<file path="src/mixer_cfg_pkg.sv">
/*
  Constants and types for the quad-channel gain, coarse mixer and output lag block.
  Assumes a 32-bit AXI4-Lite register bus with word-indexed registers.
*/
`default_nettype none
package mixer_cfg_pkg;
  // Register word indices; byte address is four times the index
  localparam logic [5:0] IDX_GAIN_A = 6'h0c;
  localparam logic [5:0] IDX_MIX_GAIN_B = 6'h0d;
  localparam logic [5:0] IDX_GAIN_C = 6'h0e;
  localparam logic [5:0] IDX_LAG_GAIN_D = 6'h0f;
  localparam logic [5:0] IDX_PHASE_AB = 6'h10;
  localparam logic [5:0] IDX_SYNC_CTRL = 6'h1e;
  localparam logic [5:0] IDX_STATUS = 6'h1f;
  localparam int ADDR_W = 8;
  // Field layout
  localparam int GAIN_W = 11;
  localparam int FRAC_BITS = 10;
  localparam int MIX_LSB = 12;
  localparam int LAG_AB_LSB = 14;
  localparam int LAG_CD_LSB = 12;
  localparam int PHASE_W = 12;
  // Values after reset
  localparam logic [15:0] GAIN_REG_RESET = 16'h0400;
  localparam logic [10:0] GAIN_RESET = GAIN_REG_RESET[10:0];
  localparam logic [3:0] MIX_RESET = 4'h0;
  localparam logic [1:0] LAG_RESET = 2'h0;
  localparam logic AUTOSYNC_RESET = 1'b1;
  // Arithmetic constants
  localparam logic signed [27:0] GAIN_ROUND = 28'sh0000200;
  localparam logic signed [35:0] MIX_ROUND = 36'sh000004000;
  localparam logic signed [17:0] COS45 = 18'sh05a82;
  // Bus responses
  localparam logic [1:0] RESP_OKAY = 2'h0;
  localparam logic [1:0] RESP_SLVERR = 2'h2;
  // Four samples moving together, channel a in the low lane
  typedef struct packed {
    logic [15:0] d;
    logic [15:0] c;
    logic [15:0] b;
    logic [15:0] a;
  } sample_quad_s;
  typedef enum logic [0:0] {
    WR_IDLE = 1'b0,
    WR_RESP = 1'b1
  } wr_state_e;
endpackage
`default_nettype wire

</file>
<file path="src/quad_gain_mixer_delay_config.sv">
/*
  Quad-channel gain, coarse mixer and output lag stage with its AXI4-Lite registers.
  Assumes samples arrive from logic on aclk with valid/ready and that the receiver
  may stall; a two-entry buffer holds results while it does.
*/
`timescale 1ns/1ns
`default_nettype none
// Notes on behaviour
// RULE1: Channel A samples are scaled by an unsigned 11-bit gain, 0 to 1.9990.
// RULE2: Channel B samples are scaled by their own unsigned 11-bit gain.
// RULE3: Channel C samples are scaled by their own unsigned 11-bit gain.
// RULE4: Channel D samples are scaled by their own unsigned 11-bit gain.
// RULE5: Gain has one integer bit and ten fraction bits.
// RULE6: Gain registers come out of reset at 0x0400, unity gain, other fields clear.
// RULE7: Mixer select bits 15..12 enable Fs/8, Fs/4, Fs/2 and -Fs/4 stages.
// RULE8: Enabled stages add into one signed shift of n times Fs/8.
// RULE9: Mixer select resets to zero, no shift.
// RULE10: AB pair output lag of 0 to 3 samples from bits 15:14, reset zero.
// RULE11: CD pair output lag of 0 to 3 samples from bits 13:12, reset zero.
// RULE12: Software keeps reserved bits at zero when writing.
// RULE13: AB gains and mixer select apply only on AB phase write with auto-sync.
// RULE14: Gain products are rounded and saturated to 16 bits.
module quad_gain_mixer_delay_config (
  input wire logic aclk,
  input wire logic aresetn,
  input wire logic [7:0] s_axi_awaddr,
  input wire logic s_axi_awvalid,
  output logic s_axi_awready,
  input wire logic [31:0] s_axi_wdata,
  input wire logic [3:0] s_axi_wstrb,
  input wire logic s_axi_wvalid,
  output logic s_axi_wready,
  output logic [1:0] s_axi_bresp,
  output logic s_axi_bvalid,
  input wire logic s_axi_bready,
  input wire logic [7:0] s_axi_araddr,
  input wire logic s_axi_arvalid,
  output logic s_axi_arready,
  output logic [31:0] s_axi_rdata,
  output logic [1:0] s_axi_rresp,
  output logic s_axi_rvalid,
  input wire logic s_axi_rready,
  input wire mixer_cfg_pkg::sample_quad_s in_data,
  input wire logic in_valid,
  output logic in_ready,
  output mixer_cfg_pkg::sample_quad_s out_data,
  output logic out_valid,
  input wire logic out_ready
);

  typedef struct packed {
    logic [10:0] gain_a_sh;
    logic [10:0] gain_b_sh;
    logic [3:0] mix_sh;
    logic [10:0] gain_a;
    logic [10:0] gain_b;
    logic [3:0] mix;
    logic [10:0] gain_c;
    logic [10:0] gain_d;
    logic [1:0] lag_ab;
    logic [1:0] lag_cd;
    logic [11:0] phase_ab;
    logic autosync;
    logic pending;
    logic [2:0] phase_acc;
    logic [2:0][31:0] dl_ab;
    logic [2:0][31:0] dl_cd;
    logic [1:0][63:0] fifo;
    logic [1:0] count;
    mixer_cfg_pkg::wr_state_e wst;
    logic aw_got;
    logic w_got;
    logic [5:0] awidx;
    logic [15:0] wdata;
    logic [1:0] wstrb;
    logic [1:0] bresp;
    logic rvalid;
    logic [15:0] rdata;
    logic [1:0] rresp;
  } state_s;

  state_s q;
  state_s next_q;

  // Saturate an 18-bit intermediate back to the 16-bit sample range
  function automatic logic [15:0] sat16(input logic signed [17:0] v);
    if (v[17:15] == 3'h0 || v[17:15] == 3'h7) begin
      return v[15:0];
    end
    return v[17] ? 16'h8000 : 16'h7fff;
  endfunction

  // Multiply by an unsigned gain word with ten fraction bits, round half up
  function automatic logic [15:0] scale(input logic signed [15:0] s, input logic [10:0] g);
    logic signed [27:0] p;
    p = s * $signed({1'b0, g});
    p = p + mixer_cfg_pkg::GAIN_ROUND;
    return sat16(p[27:mixer_cfg_pkg::FRAC_BITS]);
  endfunction

  // Phase step in Fs/8 units from the four stage enables, modulo eight
  function automatic logic [2:0] mix_step(input logic [3:0] m);
    logic [2:0] s;
    s = 3'h0;
    s = s + (m[3] ? 3'h1 : 3'h0);
    s = s + (m[2] ? 3'h2 : 3'h0);
    s = s + (m[1] ? 3'h4 : 3'h0);
    s = s + (m[0] ? 3'h6 : 3'h0);
    return s;
  endfunction

  // Rotate an I/Q pair by k times 45 degrees
  function automatic logic [31:0] mix_rot(input logic signed [15:0] i,
                                          input logic signed [15:0] qv,
                                          input logic [2:0] k);
    logic signed [17:0] ei;
    logic signed [17:0] eq;
    logic signed [17:0] ri;
    logic signed [17:0] rq;
    logic signed [35:0] pi;
    logic signed [35:0] pq;
    ei = {{2{i[15]}}, i};
    eq = {{2{qv[15]}}, qv};
    case (k[2:1])
      2'h0: begin
        ri = ei;
        rq = eq;
      end
      2'h1: begin
        ri = -eq;
        rq = ei;
      end
      2'h2: begin
        ri = -ei;
        rq = -eq;
      end
      default: begin
        ri = eq;
        rq = -ei;
      end
    endcase
    pi = (ri - rq) * mixer_cfg_pkg::COS45 + mixer_cfg_pkg::MIX_ROUND;
    pq = (ri + rq) * mixer_cfg_pkg::COS45 + mixer_cfg_pkg::MIX_ROUND;
    if (k[0]) begin
      ri = pi[32:15];
      rq = pq[32:15];
    end
    return {sat16(ri), sat16(rq)};
  endfunction

  // Readback of one register word; reserved bits read as zero
  function automatic logic [15:0] reg_value(input state_s s, input logic [5:0] idx);
    case (idx)
      mixer_cfg_pkg::IDX_GAIN_A: return {5'h00, s.gain_a_sh};
      mixer_cfg_pkg::IDX_MIX_GAIN_B: return {s.mix_sh, 1'b0, s.gain_b_sh};
      mixer_cfg_pkg::IDX_GAIN_C: return {5'h00, s.gain_c};
      mixer_cfg_pkg::IDX_LAG_GAIN_D: return {s.lag_ab, s.lag_cd, 1'b0, s.gain_d};
      mixer_cfg_pkg::IDX_PHASE_AB: return {4'h0, s.phase_ab};
      mixer_cfg_pkg::IDX_SYNC_CTRL: return {15'h0000, s.autosync};
      mixer_cfg_pkg::IDX_STATUS: return {10'h000, s.phase_acc, s.count, s.pending};
      default: return 16'h0000;
    endcase
  endfunction

  // Whether a word index names a register
  function automatic logic is_mapped(input logic [5:0] idx);
    return (idx >= mixer_cfg_pkg::IDX_GAIN_A && idx <= mixer_cfg_pkg::IDX_PHASE_AB) ||
           idx == mixer_cfg_pkg::IDX_SYNC_CTRL || idx == mixer_cfg_pkg::IDX_STATUS;
  endfunction

  logic [3:0][15:0] in_lanes;
  logic [3:0][10:0] gain_act;
  logic [3:0][15:0] scaled;
  logic [31:0] mixed_ab;
  logic [31:0] mixed_cd;
  logic [3:0][31:0] taps_ab;
  logic [3:0][31:0] taps_cd;
  logic [63:0] push_word;
  logic accept;
  logic pop;
  logic wr_commit;
  logic [15:0] merged;

  // Handshakes and bus outputs
  assign in_ready = (q.count != 2'h2);
  assign out_valid = (q.count != 2'h0);
  assign out_data = q.fifo[0];
  assign accept = in_valid && in_ready;
  assign pop = out_valid && out_ready;
  assign s_axi_awready = (q.wst == mixer_cfg_pkg::WR_IDLE) && !q.aw_got;
  assign s_axi_wready = (q.wst == mixer_cfg_pkg::WR_IDLE) && !q.w_got;
  assign s_axi_bvalid = (q.wst == mixer_cfg_pkg::WR_RESP);
  assign s_axi_bresp = q.bresp;
  assign s_axi_arready = !q.rvalid;
  assign s_axi_rvalid = q.rvalid;
  assign s_axi_rdata = {16'h0000, q.rdata};
  assign s_axi_rresp = q.rresp;
  assign wr_commit = (q.wst == mixer_cfg_pkg::WR_IDLE) && q.aw_got && q.w_got;

  // Per-channel gain, using the applied gain words
  assign in_lanes = in_data;
  assign gain_act = {q.gain_d, q.gain_c, q.gain_b, q.gain_a};
  for (genvar ch = 0; ch < 4; ch++) begin : g_gain
    assign scaled[ch] = scale(in_lanes[ch], gain_act[ch]); // RULE1 RULE2 RULE3 RULE4 RULE5 RULE14
  end

  // Coarse mixing of each pair, then lag taps per pair
  assign mixed_ab = mix_rot(scaled[0], scaled[1], q.phase_acc); // RULE8
  assign mixed_cd = mix_rot(scaled[2], scaled[3], q.phase_acc);
  assign taps_ab = {q.dl_ab, mixed_ab};
  assign taps_cd = {q.dl_cd, mixed_cd};
  assign push_word = {taps_cd[q.lag_cd][15:0], taps_cd[q.lag_cd][31:16],
                      taps_ab[q.lag_ab][15:0], taps_ab[q.lag_ab][31:16]}; // RULE10 RULE11

  // Byte-lane merge of write data into the current register word
  assign merged = {q.wstrb[1] ? q.wdata[15:8] : reg_value(q, q.awidx)[15:8],
                   q.wstrb[0] ? q.wdata[7:0] : reg_value(q, q.awidx)[7:0]};

  // Next state: bus slave, register writes, datapath and buffer
  always_comb begin
    next_q = q;
    if (s_axi_awvalid && s_axi_awready) begin
      next_q.aw_got = 1'b1;
      next_q.awidx = s_axi_awaddr[7:2];
    end
    if (s_axi_wvalid && s_axi_wready) begin
      next_q.w_got = 1'b1;
      next_q.wdata = s_axi_wdata[15:0];
      next_q.wstrb = s_axi_wstrb[1:0];
    end
    case (q.wst)
      mixer_cfg_pkg::WR_IDLE: begin
        if (wr_commit) begin
          next_q.aw_got = 1'b0;
          next_q.w_got = 1'b0;
          next_q.wst = mixer_cfg_pkg::WR_RESP;
          next_q.bresp = is_mapped(q.awidx) ? mixer_cfg_pkg::RESP_OKAY :
                         mixer_cfg_pkg::RESP_SLVERR;
          // Only defined fields are stored, reserved bits are dropped
          case (q.awidx)
            mixer_cfg_pkg::IDX_GAIN_A: begin
              next_q.gain_a_sh = merged[10:0]; // RULE13
              next_q.pending = 1'b1;
            end
            mixer_cfg_pkg::IDX_MIX_GAIN_B: begin
              next_q.mix_sh = merged[mixer_cfg_pkg::MIX_LSB +: 4]; // RULE7 RULE13
              next_q.gain_b_sh = merged[10:0];
              next_q.pending = 1'b1;
            end
            mixer_cfg_pkg::IDX_GAIN_C: begin
              next_q.gain_c = merged[10:0];
            end
            mixer_cfg_pkg::IDX_LAG_GAIN_D: begin
              next_q.lag_ab = merged[mixer_cfg_pkg::LAG_AB_LSB +: 2];
              next_q.lag_cd = merged[mixer_cfg_pkg::LAG_CD_LSB +: 2];
              next_q.gain_d = merged[10:0];
            end
            mixer_cfg_pkg::IDX_PHASE_AB: begin
              next_q.phase_ab = merged[mixer_cfg_pkg::PHASE_W-1:0];
              if (q.autosync) begin
                next_q.gain_a = q.gain_a_sh; // RULE13
                next_q.gain_b = q.gain_b_sh;
                next_q.mix = q.mix_sh;
                next_q.pending = 1'b0;
              end
            end
            mixer_cfg_pkg::IDX_SYNC_CTRL: begin
              next_q.autosync = merged[0];
            end
            default: begin
            end
          endcase
        end
      end
      mixer_cfg_pkg::WR_RESP: begin
        if (s_axi_bready) begin
          next_q.wst = mixer_cfg_pkg::WR_IDLE;
        end
      end
      default: begin
        next_q.wst = mixer_cfg_pkg::WR_IDLE;
      end
    endcase
    // Read channel, one cycle to rvalid
    if (q.rvalid && s_axi_rready) begin
      next_q.rvalid = 1'b0;
    end
    if (s_axi_arvalid && s_axi_arready) begin
      next_q.rvalid = 1'b1;
      next_q.rdata = reg_value(q, s_axi_araddr[7:2]);
      next_q.rresp = is_mapped(s_axi_araddr[7:2]) ? mixer_cfg_pkg::RESP_OKAY :
                     mixer_cfg_pkg::RESP_SLVERR;
    end
    // Mixer phase and lag lines advance once per accepted sample
    if (accept) begin
      next_q.phase_acc = q.phase_acc + mix_step(q.mix); // RULE7 RULE8
      next_q.dl_ab = {q.dl_ab[1:0], mixed_ab}; // RULE10
      next_q.dl_cd = {q.dl_cd[1:0], mixed_cd}; // RULE11
    end
    // Two-entry buffer, entry 0 is the head
    case ({accept, pop})
      2'b10: begin
        next_q.fifo[q.count[0]] = push_word;
        next_q.count = q.count + 2'h1;
      end
      2'b01: begin
        next_q.fifo[0] = q.fifo[1];
        next_q.count = q.count - 2'h1;
      end
      2'b11: begin
        if (q.count == 2'h1) begin
          next_q.fifo[0] = push_word;
        end else begin
          next_q.fifo[0] = q.fifo[1];
          next_q.fifo[1] = push_word;
        end
      end
      default: begin
      end
    endcase
  end

  // State register with synchronous reset
  always_ff @(posedge aclk) begin
    if (!aresetn) begin
      q <= '0;
      q.gain_a_sh <= mixer_cfg_pkg::GAIN_RESET; // RULE6
      q.gain_b_sh <= mixer_cfg_pkg::GAIN_RESET;
      q.gain_a <= mixer_cfg_pkg::GAIN_RESET;
      q.gain_b <= mixer_cfg_pkg::GAIN_RESET;
      q.gain_c <= mixer_cfg_pkg::GAIN_RESET;
      q.gain_d <= mixer_cfg_pkg::GAIN_RESET;
      q.mix_sh <= mixer_cfg_pkg::MIX_RESET; // RULE9
      q.mix <= mixer_cfg_pkg::MIX_RESET;
      q.lag_ab <= mixer_cfg_pkg::LAG_RESET;
      q.lag_cd <= mixer_cfg_pkg::LAG_RESET;
      q.autosync <= mixer_cfg_pkg::AUTOSYNC_RESET;
      q.wst <= mixer_cfg_pkg::WR_IDLE;
    end else begin
      q <= next_q;
    end
  end

  logic signed [16:0] half_a;
  logic apply_ab;
  assign half_a = ($signed({in_lanes[0][15], in_lanes[0]}) + 17'sh00001) >>> 1;
  assign apply_ab = wr_commit && q.awidx == mixer_cfg_pkg::IDX_PHASE_AB && q.autosync;
endmodule
`default_nettype wire
</file>
<file path="config.mk">
export PLATFORM = sky130hd
export DESIGN_NAME = quad_gain_mixer_delay_config
export DESIGN_NICKNAME = d
export VERILOG_FILES = /design/src/mixer_cfg_pkg.sv /design/src/quad_gain_mixer_delay_config.sv
export SDC_FILE = /design/constraint.sdc
export NUM_CORES = 2
export LEC_CHECK = 0
export ABC_AREA = 1
export ABC_CLOCK_PERIOD_IN_PS = 19000
export BUFFER_PORTS_ARGS = -buffer_cell sky130_fd_sc_hd__buf_2
export CAP_MARGIN = 20
export CORE_MARGIN = 8
export CORE_UTILIZATION = 45
export CTS_BUF_LIST = sky130_fd_sc_hd__clkbuf_4
export CTS_CLUSTER_SIZE = 12
export DETAILED_ROUTE_END_ITERATION = 6
export PLACE_DENSITY = 0.68
export SYNTH_ARGS = -nofsm -noshare
export SYNTH_HDL_FRONTEND = slang
export SYNTH_SLANG_ARGS = --single-unit
export TNS_END_PERCENT = 10
</file>
<file path="constraint.sdc">
create_clock -name aclk -period 19 [get_ports aclk]
set_input_delay 1.9 -clock aclk [delete_from_list [all_inputs] [get_ports aclk]]
set_output_delay 1.9 -clock aclk [all_outputs]
set_load 0.1 [all_outputs]
</file>
# After elaboration in Yosys (flattened, before gate mapping)
# Cells that the tools add are included.
dict set report op_classes {
  addsub 22
  mul 8
  order_cmp 8
  eq_ne 32
  mux 73
  bitwise 1
  reduce_logical 55
}
# operator count
set ops {}
lappend ops {{2-to-1 mux 16 bit} 24}
lappend ops {{case mux 18 bit (3 select lines)} 4}
lappend ops {{2-to-1 mux 64 bit} 3}
lappend ops {{case mux 64 bit (3 select lines)} 1}
lappend ops {{adder 33 x 16 -> 33 bit, second input constant} 4}
lappend ops {{binary-select mux 32 bit (select 2 bit)} 2}
lappend ops {{bitwise mux 128 bit} 1}
lappend ops {{multiplier 19 x 15 -> 32 bit, second input constant} 4}
lappend ops {{case mux 64 bit (2 select lines)} 1}
lappend ops {{adder 28 x 11 -> 28 bit, second input constant} 4}
lappend ops {{multiplier 16 x 12 -> 28 bit} 4}
lappend ops {{case mux 16 bit (7 select lines)} 1}
lappend ops {{2-to-1 mux 18 bit} 4}
lappend ops {{negator 16 -> 18 bit} 4}
lappend ops {{demux 64 bit (select 1 bit)} 1}
lappend ops {{2-to-1 mux 32 bit} 2}
lappend ops {{case mux 16 bit (4 select lines)} 1}
lappend ops {{equality test 6 x 4 -> 1 bit, second input constant} 8}
lappend ops {{case mux 8 bit (5 select lines)} 1}
lappend ops {{adder 18 x 18 -> 19 bit} 2}
lappend ops {{subtractor 18 x 18 -> 19 bit} 2}
lappend ops {{equality test 6 x 5 -> 1 bit, second input constant} 6}
lappend ops {{equality test 3 bit, second input constant} 8}
lappend ops {{logical NOT 3 bit} 8}
lappend ops {{30 further kinds} 99}
dict set report word_totals {
  regBits 465
  input_bits 125
  output_inout_bits 107
}

# Longest topological paths before layout
dict set report depth {
  depth_word 20
  depth_mapped 96
  mapped_depth_nobuf 91
}

# Worst setup path after synthesis
# No wires, ideal clock.
dict set report synth_timing {
  kind {input-to-reg}
  startpoint {in in_data[47] (netlist bit)}
  endpoint {reg q (netlist bit out_data[42])}
  arrival_ps 15377
  required_ps 18881
  setup_slack_ps 3503
  cell_stages 85
  path_buffers 4
  cell_sequence {clkbuf_1 nand2_1 fa_1 inv_1 fa_1 inv_1 fa_1 inv_1 fa_1 inv_1 fa_1 inv_1 ha_1 a21oi_1 o21ai_0 a21oi_1 nand2_1 nor2_1 (+49 left out) nand2_1 nor2_2 nand2_1 nor2_1 nand2_1 nand2_1 nand2_1 nand2_1 nand2_4 buf_12 nand2_4 nand3_2 nand2_1 nand2_2 nand2_1 nand2_1 nand2_1 a21oi_1}
}
dict set report synth_between {
  elab_chain_cells 20
}
# item line
set synth_rtl {}
lappend synth_rtl {{start: declaration} quad_gain_mixer_delay_config.sv:43} ;# input wire mixer_cfg_pkg::sample_quad_s in_data,
lappend synth_rtl {{multiplier 16 x 12 -> 28 bit *} quad_gain_mixer_delay_config.sv:96} ;# p = s * $signed({1'b0, g});
lappend synth_rtl {{adder 28 x 11 -> 28 bit *} quad_gain_mixer_delay_config.sv:97} ;# p = p + mixer_cfg_pkg::GAIN_ROUND;
lappend synth_rtl {{equality test 3 bit or logical NOT 3 bit (tied branches)} quad_gain_mixer_delay_config.sv:87} ;# if (v[17:15] == 3'h0 || v[17:15] == 3'h7) begin
lappend synth_rtl {{logical OR 1 bit} quad_gain_mixer_delay_config.sv:87}
lappend synth_rtl {{2-to-1 mux 1 bit} quad_gain_mixer_delay_config.sv:87}
lappend synth_rtl {{2-to-1 mux 16 bit *} quad_gain_mixer_delay_config.sv:90} ;# return v[17] ? 16'h8000 : 16'h7fff;
lappend synth_rtl {{negator 16 -> 18 bit} {quad_gain_mixer_delay_config.sv:134, quad_gain_mixer_delay_config.sv:139}}
lappend synth_rtl {{case mux 18 bit (3 select lines)} quad_gain_mixer_delay_config.sv:124} ;# case (k[2:1])
lappend synth_rtl {{(+4 left out)} n/a}
lappend synth_rtl {{equality test 3 bit or logical NOT 3 bit (tied branches)} quad_gain_mixer_delay_config.sv:87}
lappend synth_rtl {{logical OR 1 bit} quad_gain_mixer_delay_config.sv:87}
lappend synth_rtl {{2-to-1 mux 1 bit} quad_gain_mixer_delay_config.sv:87}
lappend synth_rtl {{2-to-1 mux 16 bit *} quad_gain_mixer_delay_config.sv:90}
lappend synth_rtl {{binary-select mux 32 bit (select 2 bit) *} quad_gain_mixer_delay_config.sv:212} ;# assign push_word = {taps_cd[q.lag_cd][15:0], taps_cd[q.lag_cd][31:16],
lappend synth_rtl {{2-to-1 mux 32 bit (not written as such) *} quad_gain_mixer_delay_config.sv:212}
lappend synth_rtl {{2-to-1 mux 64 bit or bitwise mux 128 bit (tied branches)} {quad_gain_mixer_delay_config.sv:311, quad_gain_mixer_delay_config.sv:303}}
lappend synth_rtl {{case mux 64 bit (3 select lines) *} quad_gain_mixer_delay_config.sv:301} ;# case ({accept, pop})
lappend synth_rtl {{end signal: assignment} quad_gain_mixer_delay_config.sv:340} ;# q <= next_q;
lappend synth_rtl {{end: declaration} quad_gain_mixer_delay_config.sv:82} ;# state_s q;
# Every way passes the cells marked *; elsewhere a longest branch is shown, timed or not. The select of a mux whose other input is x is not followed.
# A chain may end at the register's enable or synchronous reset.

# Final worst setup path
dict set report layout_timing {
  startpoint {in in_data[47] (netlist bit)}
  endpoint {reg q (netlist bit out_data[36])}
}
# Same word-level chain as after synthesis.

==> impl_metrics.tcl <==
set metrics [dict create \
    outcome "finished clean" \
    post_drt_wl_per_cell_um 17.0 \
    area_delta_synth_final_pct 4.62 \
    async_reset_ff_share_pct 0 \
    synthFlopType "dfxtp_1" \
    path_buf_inv 12 \
    hpwlAfterDp_um 185000 \
    endpoint_kind "flip-flop" \
    netlist_instances 11200 \
    cts_resized 0 \
    ctsHtreeMaxLevel 4 \
    synth_seq_cells 463 \
    clockRootBuffer "clkbuf_4" \
    core-area_um2 176000 \
    yosysTopAreaCell "fa_1" \
    grt_pass1_vias 71600 \
    r2r_cells 78 \
    clock_sinks 463 \
    hold_violations 0 \
    crit_path_top_delay_cell "fa_1" \
    yosys.area_share.simple_pct 20.9 \
    cp.arrival_ns 18.33 \
    ff2ff_setup_slack_ns 1.78 \
    crit_path_end "out_data[36]" \
    slowest_delay_ns 0.66 \
    die-area_um2 190000 \
    synth_cell_types 76 \
    critPathLaunch "in_data[47]" \
    critPathRequiredTime_ns 19.91 \
    critPathKind "in -> reg" \
    ant_nets 0 \
    start_util_pct 45.2 \
    synth_fa_ha_area_share_pct 37.5 \
    cts_setup_buffers 0 \
    routed_wirelength_um 230000 \
    first_pass_iters 6 \
    synth_xor_area_share_pct 2.57 \
    grt_pass1_wl_um 376000 \
    syn_area_per_cell_um2 7.10 \
    yosysWarnings 0 \
    antenna_found_initial 8 \
    synth_compound_area_share_pct 12.0 \
    insertion_delay_ns 1.03 \
    worst_pin_slew_ns 1.22 \
    grt_max_degree 223 \
    max_cap_violations 0 \
    timing.rr.end "out_data[36]" \
    drt_iter0_drc 5438 \
    setup_viol 0 \
    cts_tree "built" \
    slew_viol_final 0 \
    grt_use_total_pct 23.8 \
    final.min_clock_period_ns 17.42 \
    slew_headroom_pct 18.7 \
    portBuffers 191 \
    yosysMostFrequentCell "inv_1" \
    drive_gt1_share_pct 7.46 \
    hp-class "reg -> reg" \
    synth_commonest_cells "2483 x inv_1, 2332 x nand2_1, 925 x fa_1, 901 x ha_1, 677 x a21oi_1" \
    synth_edf_count 0 \
    synthTopCellsByArea "fa_1 23%, ha_1 14%, inv_1 12%, dfxtp_1 12%, nand2_1 11%" \
    num_vias 70600 \
    drc 0 \
    crit_top_cell "nand2_1" \
    die_w_um 436 \
    critPathMaxFanout 19 \
    finalNetCount 13000 \
    hold_buffers 0 \
    clockBufferDepth 3 \
    cts_buffers 137 \
    synth_top_family_by_area "adder cells" \
    clk_pin_slew_worst_paths_ns 0.07 \
    synth_mux_area_share_pct 0 \
    gp_congestion 0.961 \
    reg2reg_from "gain_act[23]" \
    syn-cell-area_um2 79500 \
    final.setup.tns_ns 0 \
    vias_per_cell 5.23 \
    cp-start-kind "input port" \
    clock-skew-final_ns 0.0848 \
    crit_cells 79 \
    worst_hold_slack_ns 0.430 \
    io_pins 232 \
    ys_seq_area_share_pct 11.7 \
    critical-path-top-delay-family "adder cells" \
    die_y_um 436 \
    max_clock_freq_ghz 0.0574 \
    post-route-period-util_pct 91.7 \
    grt.overflow.total 0 \
    rsz0062_at_grt "false" \
    rows 154 \
    netlist.area_leader.share_pct 23.3 \
]
-- per-layer routing --
layer	wire, um	GRT usage [%]
met1	100000	31.1
met2	109000	40.7
met3	12200	2.51
met4	9380	8.85
met5	27	0
-- metrics by stage --
step           std cells  instance area [um^2]  util (%)  setup slack [ns]
2_1_floorplan      11200                 79500         -              3.50
3_3_place_gp       13300                 81300      46.3              1.01
6_report           13500                 83100      47.3              1.58
4_1_cts            13500                 83100      47.3              1.81
3_5_place_dp       13300                 81400      46.3             0.785
5_1_grt            13500                 83100      47.3             0.595
-- final cells by class --
type | instances | area [um^2]
inverter | 2531 | 9520
tap | 2340 | 2930
antenna | 8 | 20.0
fill | 17800 | 92600
multi-input combinational | 7665 | 58100
sequential | 463 | 9280
timing repair buffer | 266 | 1530
clock buffer | 194 | 1460
clock inverter | 39 | 283
-- kinds of logic after synthesis --
logic type	Yosys count
xor+xnor	225
compound gates	1711
simple gates	3885
buf+inv	3082
other cells	1
flops	463
fa+ha+maj	1826
-- how the worst min path moves through the flow --
stage | from | endpoint | slack, ns | cells after the start
3_3_place_gp | q[267] | q[267] | 0.44 | 2
6_report | q[185] | q[217] | 0.43 | 2
2_1_floorplan | q[23] | q[23] | 0.42 | 2
5_1_grt | q[185] | q[217] | 0.46 | 2
3_5_place_dp | q[24] | q[24] | 0.45 | 2
4_1_cts | q[185] | q[217] | 0.42 | 2
-- worst register-to-register path, delay by kind of cell (launching register included) --
family	cells	cell delay (ns)
AOI/OAI and AO/OA	18	3.52
xor gates and xnor gates	2	0.94
adders and majority gates	15	6.70
buffers and inverters	11	1.14
DFF	1	0.91
and+or+nand+nor	32	3.95
-- cell usage in the layout (no fill, tap or decap), drive strengths merged, types with 58 or more instances in the layout --
master	n
o21ai	652
ha	901
xor2	167
nand2	2494
xnor2	58
nor2	726
dfxtp	463
nand3	490
buf	266
o211ai	63
o21bai	75
clkbuf	194
o21a	60
fa	925
inv	2527
a21oi	686
nand4	68
-- state kept, by name, indices dropped and copies added (netlist names) --
signal,flops
s_axi_rvalid,1
s_axi_bvalid,1
s_axi_bresp,1
q,335
s_axi_rresp,1
gain_act,44
s_axi_rdata,16
out_data,64
Power is left out: the tool's default activity adds up to more than one toggle a clock period on the data nets, which glitch-free logic cannot reach.
